$ cat src/prio_map_defs.vh
`ifndef PRIO_MAP_DEFS_VH
`define PRIO_MAP_DEFS_VH

// ------------------------------------------------------------
// Register offsets
// ------------------------------------------------------------
`define PCP_LOW_QUEUE_MAP_ADDR 8'h80
`define PCP_HIGH_QUEUE_MAP_ADDR 8'h81
`define TWO_QUEUE_SPLIT_CTRL_ADDR 8'h82
`define UNKNOWN_UNICAST_FORWARD_CTRL_ADDR 8'h83

// ------------------------------------------------------------
// Reset values
// ------------------------------------------------------------
`define PCP_LOW_QUEUE_MAP_RESET 8'h50
`define PCP_HIGH_QUEUE_MAP_RESET 8'hFA
`define TWO_QUEUE_SPLIT_SELECT_RESET 2'h2
`define TWO_QUEUE_SPLIT_RSVD_VALUE 6'h08
`define UU_FORWARD_RSVD_VALUE 2'h2
`define UU_FORWARD_ENABLE_RESET 1'h0
`define UU_FORWARD_PORT_MAP_RESET 5'h00

// ------------------------------------------------------------
// Field positions
// ------------------------------------------------------------
`define CLASS_FIELD_WIDTH 2
`define SPLIT_SELECT_MSB 7
`define SPLIT_SELECT_LSB 6
`define UU_FORWARD_ENABLE_BIT 5
`define UU_FORWARD_PORT_MAP_MSB 4
`define UU_FORWARD_PORT_MAP_LSB 0

// ------------------------------------------------------------
// Encodings
// ------------------------------------------------------------
`define CLASS_LOWEST 2'h0
`define CLASS_HIGHEST 2'h3
`define SPLIT_SEL_LOW3 2'h0
`define SPLIT_SEL_UNSUPPORTED 2'h1
`define SPLIT_SEL_LOW2 2'h2
`define SPLIT_SEL_LOW1 2'h3

`endif

$ cat src/two_queue_fold.v
`timescale 1ns/1ns
`include "prio_map_defs.vh"

module two_queue_fold (
    // Four-queue class in
    input wire [1:0] queue_class,
    // Split selector
    input wire [1:0] two_queue_split_select,
    // Folded result, 1 = high queue
    output reg queue_high
);

    always @* begin
        // Class 3 always high, class 0 always low
        if (queue_class == `CLASS_HIGHEST) begin
            queue_high = 1'b1;
        end else if (queue_class == `CLASS_LOWEST) begin
            queue_high = 1'b0;
        end else begin
            case (two_queue_split_select)
                `SPLIT_SEL_LOW3: begin
                    queue_high = 1'b0;
                end
                `SPLIT_SEL_LOW2: begin
                    queue_high = queue_class[1];
                end
                `SPLIT_SEL_LOW1: begin
                    queue_high = 1'b1;
                end
                default: begin
                    // Unsupported 01 behaves as the reset split
                    queue_high = queue_class[1];
                end
            endcase
        end
    end

endmodule // two_queue_fold

$ cat src/prio_queue_map.v
`timescale 1ns/1ns
`include "prio_map_defs.vh"

module prio_queue_map (
    // Clock, reset, enable
    input wire clk,
    input wire rst_n,
    input wire ce,
    // Register port
    input wire [7:0] reg_addr,
    input wire reg_wr,
    input wire [7:0] reg_wdata,
    output reg [7:0] reg_rdata,
    // Frame classification
    input wire frame_valid,
    input wire [2:0] frame_pcp,
    input wire use_tos_class,
    input wire [1:0] tos_class,
    input wire two_queue_mode,
    output reg class_valid,
    output reg [1:0] queue_class,
    output reg queue_high,
    // Unknown unicast decision
    input wire uu_lookup_miss,
    output reg uu_valid,
    output reg uu_forward_override,
    output reg uu_discard,
    output reg [4:0] uu_forward_ports
);

    reg [7:0] pcp_low_queue_map;
    reg [7:0] pcp_high_queue_map;
    reg [1:0] two_queue_split_select;
    reg uu_forward_enable;
    reg [4:0] uu_forward_port_map;
    wire [15:0] pcp_class_bus;
    wire [1:0] class_table [0:7];
    wire [1:0] next_queue_class;
    wire fold_high;

    // ------------------------------------------------------------
    // Register writes
    // ------------------------------------------------------------
    // Reserved bits hold no state; they read back as constants.
    always @(posedge clk) begin
        if (!rst_n) begin
            pcp_low_queue_map <= `PCP_LOW_QUEUE_MAP_RESET;
            pcp_high_queue_map <= `PCP_HIGH_QUEUE_MAP_RESET;
            two_queue_split_select <= `TWO_QUEUE_SPLIT_SELECT_RESET;
            uu_forward_enable <= `UU_FORWARD_ENABLE_RESET;
            uu_forward_port_map <= `UU_FORWARD_PORT_MAP_RESET;
        end else if (ce && reg_wr) begin
            case (reg_addr)
                `PCP_LOW_QUEUE_MAP_ADDR: begin
                    pcp_low_queue_map <= reg_wdata;
                end
                `PCP_HIGH_QUEUE_MAP_ADDR: begin
                    pcp_high_queue_map <= reg_wdata;
                end
                `TWO_QUEUE_SPLIT_CTRL_ADDR: begin
                    two_queue_split_select <=
                        reg_wdata[`SPLIT_SELECT_MSB:`SPLIT_SELECT_LSB];
                end
                `UNKNOWN_UNICAST_FORWARD_CTRL_ADDR: begin
                    uu_forward_enable <= reg_wdata[`UU_FORWARD_ENABLE_BIT];
                    uu_forward_port_map <= reg_wdata[
                        `UU_FORWARD_PORT_MAP_MSB:`UU_FORWARD_PORT_MAP_LSB];
                end
                default: begin
                end
            endcase
        end
    end

    // ------------------------------------------------------------
    // Register reads
    // ------------------------------------------------------------
    // Registered so read data follows the address by one cycle.
    always @(posedge clk) begin
        if (!rst_n) begin
            reg_rdata <= 8'h00;
        end else if (ce) begin
            case (reg_addr)
                `PCP_LOW_QUEUE_MAP_ADDR: begin
                    reg_rdata <= pcp_low_queue_map;
                end
                `PCP_HIGH_QUEUE_MAP_ADDR: begin
                    reg_rdata <= pcp_high_queue_map;
                end
                `TWO_QUEUE_SPLIT_CTRL_ADDR: begin
                    reg_rdata <= {two_queue_split_select,
                                  `TWO_QUEUE_SPLIT_RSVD_VALUE};
                end
                `UNKNOWN_UNICAST_FORWARD_CTRL_ADDR: begin
                    reg_rdata <= {`UU_FORWARD_RSVD_VALUE, uu_forward_enable,
                                  uu_forward_port_map};
                end
                default: begin
                    reg_rdata <= 8'h00;
                end
            endcase
        end
    end

    // ------------------------------------------------------------
    // PCP to class lookup
    // ------------------------------------------------------------
    assign pcp_class_bus = {pcp_high_queue_map, pcp_low_queue_map};

    genvar i;
    generate
        for (i = 0; i < 8; i = i + 1) begin : g_pcp
            // Field i sits at bits 2i+1:2i of the combined map
            assign class_table[i] = pcp_class_bus[
                i*`CLASS_FIELD_WIDTH +: `CLASS_FIELD_WIDTH];
        end
    endgenerate

    // TOS class, when chosen upstream, bypasses the PCP table
    assign next_queue_class = use_tos_class ? tos_class
                                            : class_table[frame_pcp];

    two_queue_fold u_fold (
        .queue_class(next_queue_class),
        .two_queue_split_select(two_queue_split_select),
        .queue_high(fold_high)
    );

    // ------------------------------------------------------------
    // Classification outputs
    // ------------------------------------------------------------
    // Class 3 is the most urgent queue for the scheduler downstream.
    always @(posedge clk) begin
        if (!rst_n) begin
            class_valid <= 1'b0;
            queue_class <= `CLASS_LOWEST;
            queue_high <= 1'b0;
        end else if (ce) begin
            class_valid <= frame_valid;
            if (frame_valid) begin
                queue_class <= next_queue_class;
                queue_high <= two_queue_mode & fold_high;
            end
        end
    end

    // ------------------------------------------------------------
    // Unknown unicast decision
    // ------------------------------------------------------------
    // Map bits go straight to ports, so the listed patterns and any
    // other pattern share one path; 11111 covers every port.
    always @(posedge clk) begin
        if (!rst_n) begin
            uu_valid <= 1'b0;
            uu_forward_override <= 1'b0;
            uu_discard <= 1'b0;
            uu_forward_ports <= 5'h00;
        end else if (ce) begin
            uu_valid <= uu_lookup_miss;
            if (uu_lookup_miss) begin
                uu_forward_override <= uu_forward_enable;
                uu_discard <= uu_forward_enable &
                              (uu_forward_port_map == 5'h00);
                uu_forward_ports <= uu_forward_enable ?
                    uu_forward_port_map : 5'h00;
            end
        end
    end

endmodule // prio_queue_map

$ cat config.mk
export PLATFORM = sky130hd
export DESIGN_NAME = prio_queue_map
export DESIGN_NICKNAME = d
export VERILOG_FILES = /design/src/two_queue_fold.v /design/src/prio_queue_map.v
export VERILOG_INCLUDE_DIRS = /design/src /design/src/src
export SDC_FILE = /design/constraint.sdc
export NUM_CORES = 1
export LEC_CHECK = 0
export BUFFER_PORTS_ARGS = -buffer_cell sky130_fd_sc_hd__buf_2
export CORE_UTILIZATION = 53
export DETAILED_ROUTE_END_ITERATION = 6
export PLACE_DENSITY = 0.79
export SETUP_SLACK_MARGIN = 0.15
export SLEW_MARGIN = 10
export SYNTH_ARGS = -nofsm -noshare
export SYNTH_HDL_FRONTEND = slang
export SYNTH_HIERARCHICAL = 1
export SYNTH_SLANG_ARGS = --single-unit
$ cat constraint.sdc
create_clock -name clk -period 2.6 [get_ports clk]
set_clock_uncertainty 0.2 [all_clocks]
set_input_delay 0.26 -clock clk [delete_from_list [all_inputs] [get_ports clk]]
set_output_delay 0.26 -clock clk [all_outputs]
set_load 0.03 [all_outputs]
==> metrics, run 1 <==
Final Instance Count excl. Fillers=about 330; vias in the first global route=~1,700; post-layout minimum cycle time=just under 2000 ps; drt via density=5.68; final setup vio count=0; Worst EP arrival=around 1900 ps; via count=about 1,900; final instance area=roughly 2500 um2; Synth-to-Final Area Change=18.8%; Slew @ Worst Pin=893 ps; PwrDens=roughly 550 nW/um2; largest net degree at the start of global routing=57; number of hold buffers added after cts=1; Worst slew margin=0.405; FILL cells=336; fmax=a little over 0.5 GHz; kind of end point of the critical path=register; Placed Cells=325; Worst Path Required=about 2600 ps; Peak supply drop=between 300 and 400 uV; HPWL after DPL=~3400 um; Hold Crit Start=reg_wdata[6]; FF-to-FF setup slack=660 ps; GPL Wtd Cong=between 0.8 and 0.9; PnR Total Power=1.36 mW; final hold vios=0; Hold Slack=5.30 ps; CTS tree=yes; CTS Buffer Depth=2; Reg-to-Reg End=queue_high$_SDFFE_PN0P_; crit start category=register; Die ar.=4220 um2; final net count=~320; worst min path class=in2reg; TNS Setup=0 ps; Clock Pin Slew Worst Setup and Hold Paths=around 80 ps; Seq cells post-synth=44; Core Region=3740 um2; hold depth=3; io pins=49; global route overflow=0; Resized cells post-CTS=0; ANT cells=0; Die H=65.0 um; final WL=4730 um; Core Rows=22; DR DRC count=0; sequential share of the synthesized area=0.419; post-route setup slack=between 600 and 700 ps; outcome=complete, no violations; Tcrit/Tclk final=0.747; post-layout util=0.666; Post-Syn Area=roughly 2100 um2; RSZ-0062 raised after global routing=false; first drt pass iteration count=4; DRT antenna net count=0; mean post-synth cell area=between 8 and 9 um2; Leak=1.01 nW; cells along the critical path=mux4_2 > mux2i_1 > o21ai_0 > nor2b_1 > o21ai_1 > nand2_1 > nand3_1 > a21boi_0; antenna violations before repair=0; layout cells sized above 1=0.231; Overall Global Routing Usage=0.246; Syn Nets=~270; CP max FO=3; Final Max Slew Viols=0; worst hold path endpoint=two_queue_split_select[0]$_SDFFE_PN0P_; Mapped Cells=242; Clock Tree Root=clkbuf_8; synth unique cells=32; die width=roughly 65 um; Starting Density=0.561; DRT iter0 DRCs=148; first-pass GRT wire length=7940 um; Max-Cap Viols=0; Num CTS Buffers=5; CP peak stage delay=approximately 480 ps; DP Worst Slack=about 400 ps; DR WL/cell=~14 um; setup bufs post-CTS=0; FF-to-FF Start=pcp_low_queue_map[0]$_SDFFE_PN0P_; crit path max-delay cell type=mux4_2; H-Tree Depth=2; synth warn=6; Placed Area=about 2400 um2; FF-to-FF path depth=8; PortBufs=48; Sink Count=between 40 and 50; crit path kind=reg2reg; clk_lat worst skew=between 200 and 300 ps
-- layout by cell type (no fill, tap or decap), drive strengths merged --
cell         Yosys  final
nand3b           1      1
o2bb2ai          3      3
nand4            3      3
nor4b            1      1
nor2b            1      1
ha               1      1
and2             8      8
o22ai            3      3
a2bb2oi          2      2
o21ai           23     23
or4              2      2
nor2             3      3
mux2i           11     11
nand2           34     34
dfxtp           44     44
o2111ai          2      2
clkbuf          14      7
mux4             4      4
o311ai           6      6
o211ai           4      4
bufinv           0      1
nand3           26     26
a211o            2      2
buf              3     52
a21boi          16     16
nand2b          10     10
dlygate4sd3      0      1
nor4             3      3
inv             10     10
nand4b           2      2
-- routing by layer --
metal	track usage	wire (um)
met4	0.0944	22
met5	0	0
met3	0.0440	273
met2	0.372	2150
met1	0.346	2280
-- critical path, delay by kind of cell, from the launching register on --
kind	cells	cell delay [ps]
and+or+nand+nor	3	280
DFF	1	340
AOI/OAI and AO/OA	3	320
muxes	2	690
-- power by group --
group	switching, mW	leakage [nW]	internal [mW]	total, mW
clock	0.219	0.0645	0.339	0.557
combinational	0.0746	0.591	0.0482	0.123
sequential	0.00224	0.355	0.678	0.680
-- how the worst max path moves through the flow --
stage / start / endpoint / slack, ps
2_1_floorplan: reg_addr[3] / pcp_high_queue_map[1]$_SDFFE_PN1P_ / 590
3_3_place_gp: reg_addr[3] / pcp_high_queue_map[3]$_SDFFE_PN1P_ / 460
5_1_grt: pcp_high_queue_map[2]$_SDFFE_PN0P_ / queue_high$_SDFFE_PN0P_ / 480
3_5_place_dp: reg_addr[3] / pcp_high_queue_map[5]$_SDFFE_PN1P_ / 390
4_1_cts: pcp_high_queue_map[2]$_SDFFE_PN0P_ / queue_high$_SDFFE_PN0P_ / 650
6_report: pcp_low_queue_map[0]$_SDFFE_PN0P_ / queue_high$_SDFFE_PN0P_ / 660
-- cell usage after synthesis --
| master | n | area [um2] |
|---|---|---|
| mux4_2 | 4 | 90.1 |
| ha_1 | 1 | 12.5 |
| nand2b_1 | 10 | 62.6 |
| nand2_1 | 34 | 128 |
| o21ai_0 | 22 | 110 |
| nor4_1 | 3 | 18.8 |
| dfxtp_1 | 44 | 881 |
| o211ai_1 | 4 | 30.0 |
| o311ai_1 | 6 | 52.6 |
| buf_1 | 1 | 3.75 |
| nand3_1 | 26 | 130 |
| buf_2 | 1 | 5.00 |
| o21ai_1 | 1 | 5.00 |
| nor4b_1 | 1 | 8.76 |
| o2111ai_1 | 2 | 17.5 |
| mux2i_1 | 11 | 110 |
| a2bb2oi_1 | 2 | 17.5 |
| nand4_1 | 3 | 18.8 |
| a211o_1 | 2 | 17.5 |
| and2_0 | 1 | 6.26 |
| nand4b_1 | 2 | 17.5 |
| clkbuf_1 | 14 | 52.6 |
| buf_6 | 1 | 11.3 |
| nor2b_1 | 1 | 6.26 |
| a21boi_0 | 16 | 120 |
| inv_1 | 10 | 37.5 |
| nand3b_1 | 1 | 7.51 |
| and2_1 | 7 | 43.8 |
| o2bb2ai_1 | 3 | 26.3 |
| nor2_1 | 3 | 11.3 |
| o22ai_1 | 3 | 18.8 |
| or4_4 | 2 | 22.5 |
-- sequential cells by signal (all words and copies together) (netlist names) --
| register | flops |
|---|---|
| queue_class | 2 |
| two_queue_split_select | 2 |
| pcp_high_queue_map | 8 |
| class_valid | 1 |
| reg_rdata | 8 |
| uu_forward_override | 1 |
| uu_forward_port_map | 5 |
| uu_valid | 1 |
| uu_forward_ports | 5 |
| uu_forward_enable | 1 |
| pcp_low_queue_map | 8 |
| queue_high | 1 |
| uu_discard | 1 |
-- cell families after synthesis --
family,synth area share
fa+ha+maj,0.00595
simple gates,0.229
flops,0.419
buf+inv,0.0524
mux,0.0953
compound gates,0.198
-- final cells by class --
cell class,instances,area [um2],share of cell area
Tap cell,48,60.1,0.0241
Multi-Input combinational cell,171,1110,0.445
Sequential cell,44,881,0.353
Clock buffer,7,96.3,0.0386
Clock inverter,1,30.0,0.0120
Timing Repair Buffer,53,280,0.112
Inverter,10,37.5,0.0150
No activity file was read; power rests on OpenSTA's default activity.
==> inputs of run 2 (changes only) <==
--- a/config.mk
+++ b/config.mk
@@ -7,9 +7,9 @@
 export NUM_CORES = 1
 export LEC_CHECK = 0
 export BUFFER_PORTS_ARGS = -buffer_cell sky130_fd_sc_hd__buf_2
-export CORE_UTILIZATION = 53
+export CORE_UTILIZATION = 48
 export DETAILED_ROUTE_END_ITERATION = 6
-export PLACE_DENSITY = 0.79
+export PLACE_DENSITY = 0.75
 export SETUP_SLACK_MARGIN = 0.15
 export SLEW_MARGIN = 10
 export SYNTH_ARGS = -nofsm -noshare
==> constraint.sdc (replaced) <==
create_clock -name clk -period 1.6 [get_ports clk]
set_clock_uncertainty 0.2 [all_clocks]
set_input_delay 0.16 -clock clk [delete_from_list [all_inputs] [get_ports clk]]
set_output_delay 0.16 -clock clk [all_outputs]
set_load 0.03 [all_outputs]
==> run 2 against run 1 <==
The flow now finishes with violations (negative setup slack). Sequential share of layout area decreased by 6.9 points. Sequential cell count unchanged. Core utilization increased by 9.5 points. Non-clock buffer count increased by 49. Cell count increased by 15%. Combinational power increased by 140%. Critical endpoint is now queue_class[0]$_SDFFE_PN0P_. Largest power group unchanged.
==> metrics, run 2 (same netlist as run 1, synthesis figures left out) <==
outcome=finished, violations left; violated checks=negative setup slack; Overall Global Routing Usage=0.282 (+0.0359); antenna violations before repair=0 (unchanged); Worst Path Required=1580 ps (-1000 ps); final hold vios=0 (unchanged); most common cell after layout, fill and taps aside=buf_2; CP max FO=2 (-1); CTS tree=yes; DP Worst Slack=-424 ps (-818 ps); Reg-to-Reg End=queue_class[0]$_SDFFE_PN0P_; post-layout minimum cycle time=1890 ps (-51.8 ps); DR DRC count=0 (unchanged); post-route setup slack=-290 ps (-948 ps); Core Region=4090 um2 (+9.2%); via count=2,167 (+14%); Max-Cap Viols=0 (unchanged); worst min path class=in2reg; Num CTS Buffers=5 (unchanged); FILL cells=304 (-9.5%); Worst EP arrival=1870 ps (-50 ps); Synth-to-Final Area Change=48.1%; Placed Cells=355 (+9.2%); CP endpoint=queue_class[0]$_SDFFE_PN0P_; PwrDens=774 nW/um2 (+42%); layout cells sized above 1=0.373 (+0.142); Tcrit/Tclk final=1.18 (+0.434); drt via density=5.63 (-0.85%); DR WL/cell=16.1 um (+14%); PortBufs=48 (unchanged); fmax=0.529 GHz (+2.7%); Largest regs=pcp_high_queue_map (8), pcp_low_queue_map (8), reg_rdata (8); final instance area=3110 um2 (+25%); Die H=68.2 um (+4.9%); final net count=365 (+16%); Most Used Layer, Global Route=met2; clk_lat worst skew=300 ps (about the same); Core Rows=23 (+4.5%); CP startpoint=pcp_high_queue_map[2]$_SDFFE_PN0P_; DRT antenna net count=0 (unchanged); Sink Count=44 (unchanged); largest net degree at the start of global routing=50 (-12%); crit path kind=reg2reg; FF-to-FF path depth=8 (unchanged); Placed Area=2590 um2 (+9.8%); commonest cells after routing, fill and taps aside=buf_2, dfxtp_1, nand2_1, buf_4, nand3_1; Leak=1.29 nW (+28%); FF-to-FF Start=pcp_high_queue_map[2]$_SDFFE_PN0P_; Starting Density=0.514 (-0.0471); final WL=6200 um (+31%); vias in the first global route=1,988 (+17%); H-Tree Depth=2 (unchanged); grt met2 use=0.506 (+0.134); Final Instance Count excl. Fillers=385 (+15%); io pins=49 (unchanged); HPWL after DPL=3770 um (+9.5%); met3 Use GR=0.0500 (+0.00599); met1 GRT Util=0.339 (-0.00733); Peak supply drop=561 uV (+45%); TNS Setup=-1200 ps (-1200 ps); RSZ-0062 raised after global routing=true; final setup vio count=8 (+8); die width=68.2 um (+4.9%); kind of end point of the critical path=register; CTS Buffer Depth=2 (unchanged); FF-to-FF setup slack=-290 ps (-950 ps); crit start category=register; Slew @ Worst Pin=328 ps (-565 ps); Worst slew margin=0.781 (+0.376); Multi-input gate area=1260 um2 (+14%); DRT iter0 DRCs=84 (-43%); Die ar.=4650 um2 (+10%); Clock Pin Slew Worst Setup and Hold Paths=80 ps (about the same); first-pass GRT wire length=9370 um (+18%); Clock Tree Root=clkbuf_8; ANT cells=0 (unchanged); global route overflow=0 (unchanged); Reg area=885 um2 (+0.43%); GPL Wtd Cong=0.809 (-3.2%); Final Max Slew Viols=0 (unchanged); first drt pass iteration count=5 (+1)
-- run 2: cell count changes in the layout (fill, tap and decap cells not counted), sizes merged --
| cell | change |
|---|---|
| clkbuf | -2 |
| bufinv | +1 |
| dlygate4sd3 | +16 |
| or4 | +1 |
| buf | +33 |
-- run 2: area by class of cell --
cell class | count | share of cell area
clock buffer | 5 | 0.0221
tap | 50 | 0.0201
inverter | 10 | 0.0121
timing repair buffer | 102 | 0.236
clock inverter | 2 | 0.0193
multi-input combinational | 172 | 0.406
sequential | 44 | 0.284
-- run 2: what timing repair did --
item | CTS | global route
hold endpoints to repair | 25 | 0
setup buffers | 3 | 1
gates resized for setup | 43 | 16
gates cloned | 2 | 0
pin swaps | 13 | 10
endpoints found under the setup margin | 25 | 25
hold buffers | 17 | 0
-- run 2: worst min-delay path by stage --
stage	start	endpoint	slack (ps)	cells past startpoint
2_1_floorplan	reg_wdata[7]	two_queue_split_select[1]$_SDFFE_PN1P_	90	2
3_3_place_gp	reg_wdata[6]	two_queue_split_select[0]$_SDFFE_PN0P_	190	3
3_5_place_dp	reg_wdata[2]	uu_forward_port_map[2]$_SDFFE_PN0P_	210	3
4_1_cts	use_tos_class	queue_class[1]$_SDFFE_PN0P_	0.3	3
5_1_grt	use_tos_class	queue_class[1]$_SDFFE_PN0P_	30	3
6_report	use_tos_class	queue_class[1]$_SDFFE_PN0P_	20	3
-- run 2: metrics by stage --
step           hold WS, ps  power [mW]   util
4_1_cts              0.265        2.40  0.746
3_5_place_dp           208        1.35  0.634
6_report              24.0        2.41  0.761
2_1_floorplan         88.5        1.25      -
3_3_place_gp           189        1.35  0.634
5_1_grt               26.7        2.48  0.761
-- run 2: power by group --
part / leakage (nW) / internal [mW] / switching (mW)
combinational: 0.872 / 0.140 / 0.160
sequential: 0.356 / 1.10 / 0.00343
clock: 0.0642 / 0.615 / 0.387
total: 1.29 / 1.86 / 0.550
-- run 2: worst max-delay path, cell delays in order (launching register included) --
cell,delay (ps)
dfxtp_2,330
mux4_2,510
mux2i_4,200
buf_4,140
buf_4,90
buf_6,80
buf_6,80
buf_6,80
o211ai_1,70
-- run 2: routing by layer --
metal / part of all wire / vias to the layer above / wire, um
li1: - / 1061 / -
met1: 0.43 / 1030 / 2700
met2: 0.51 / 67 / 3170
met3: 0.041 / 9 / 253
met4: 0.013 / 0 / 78
met5: 0 / - / 0
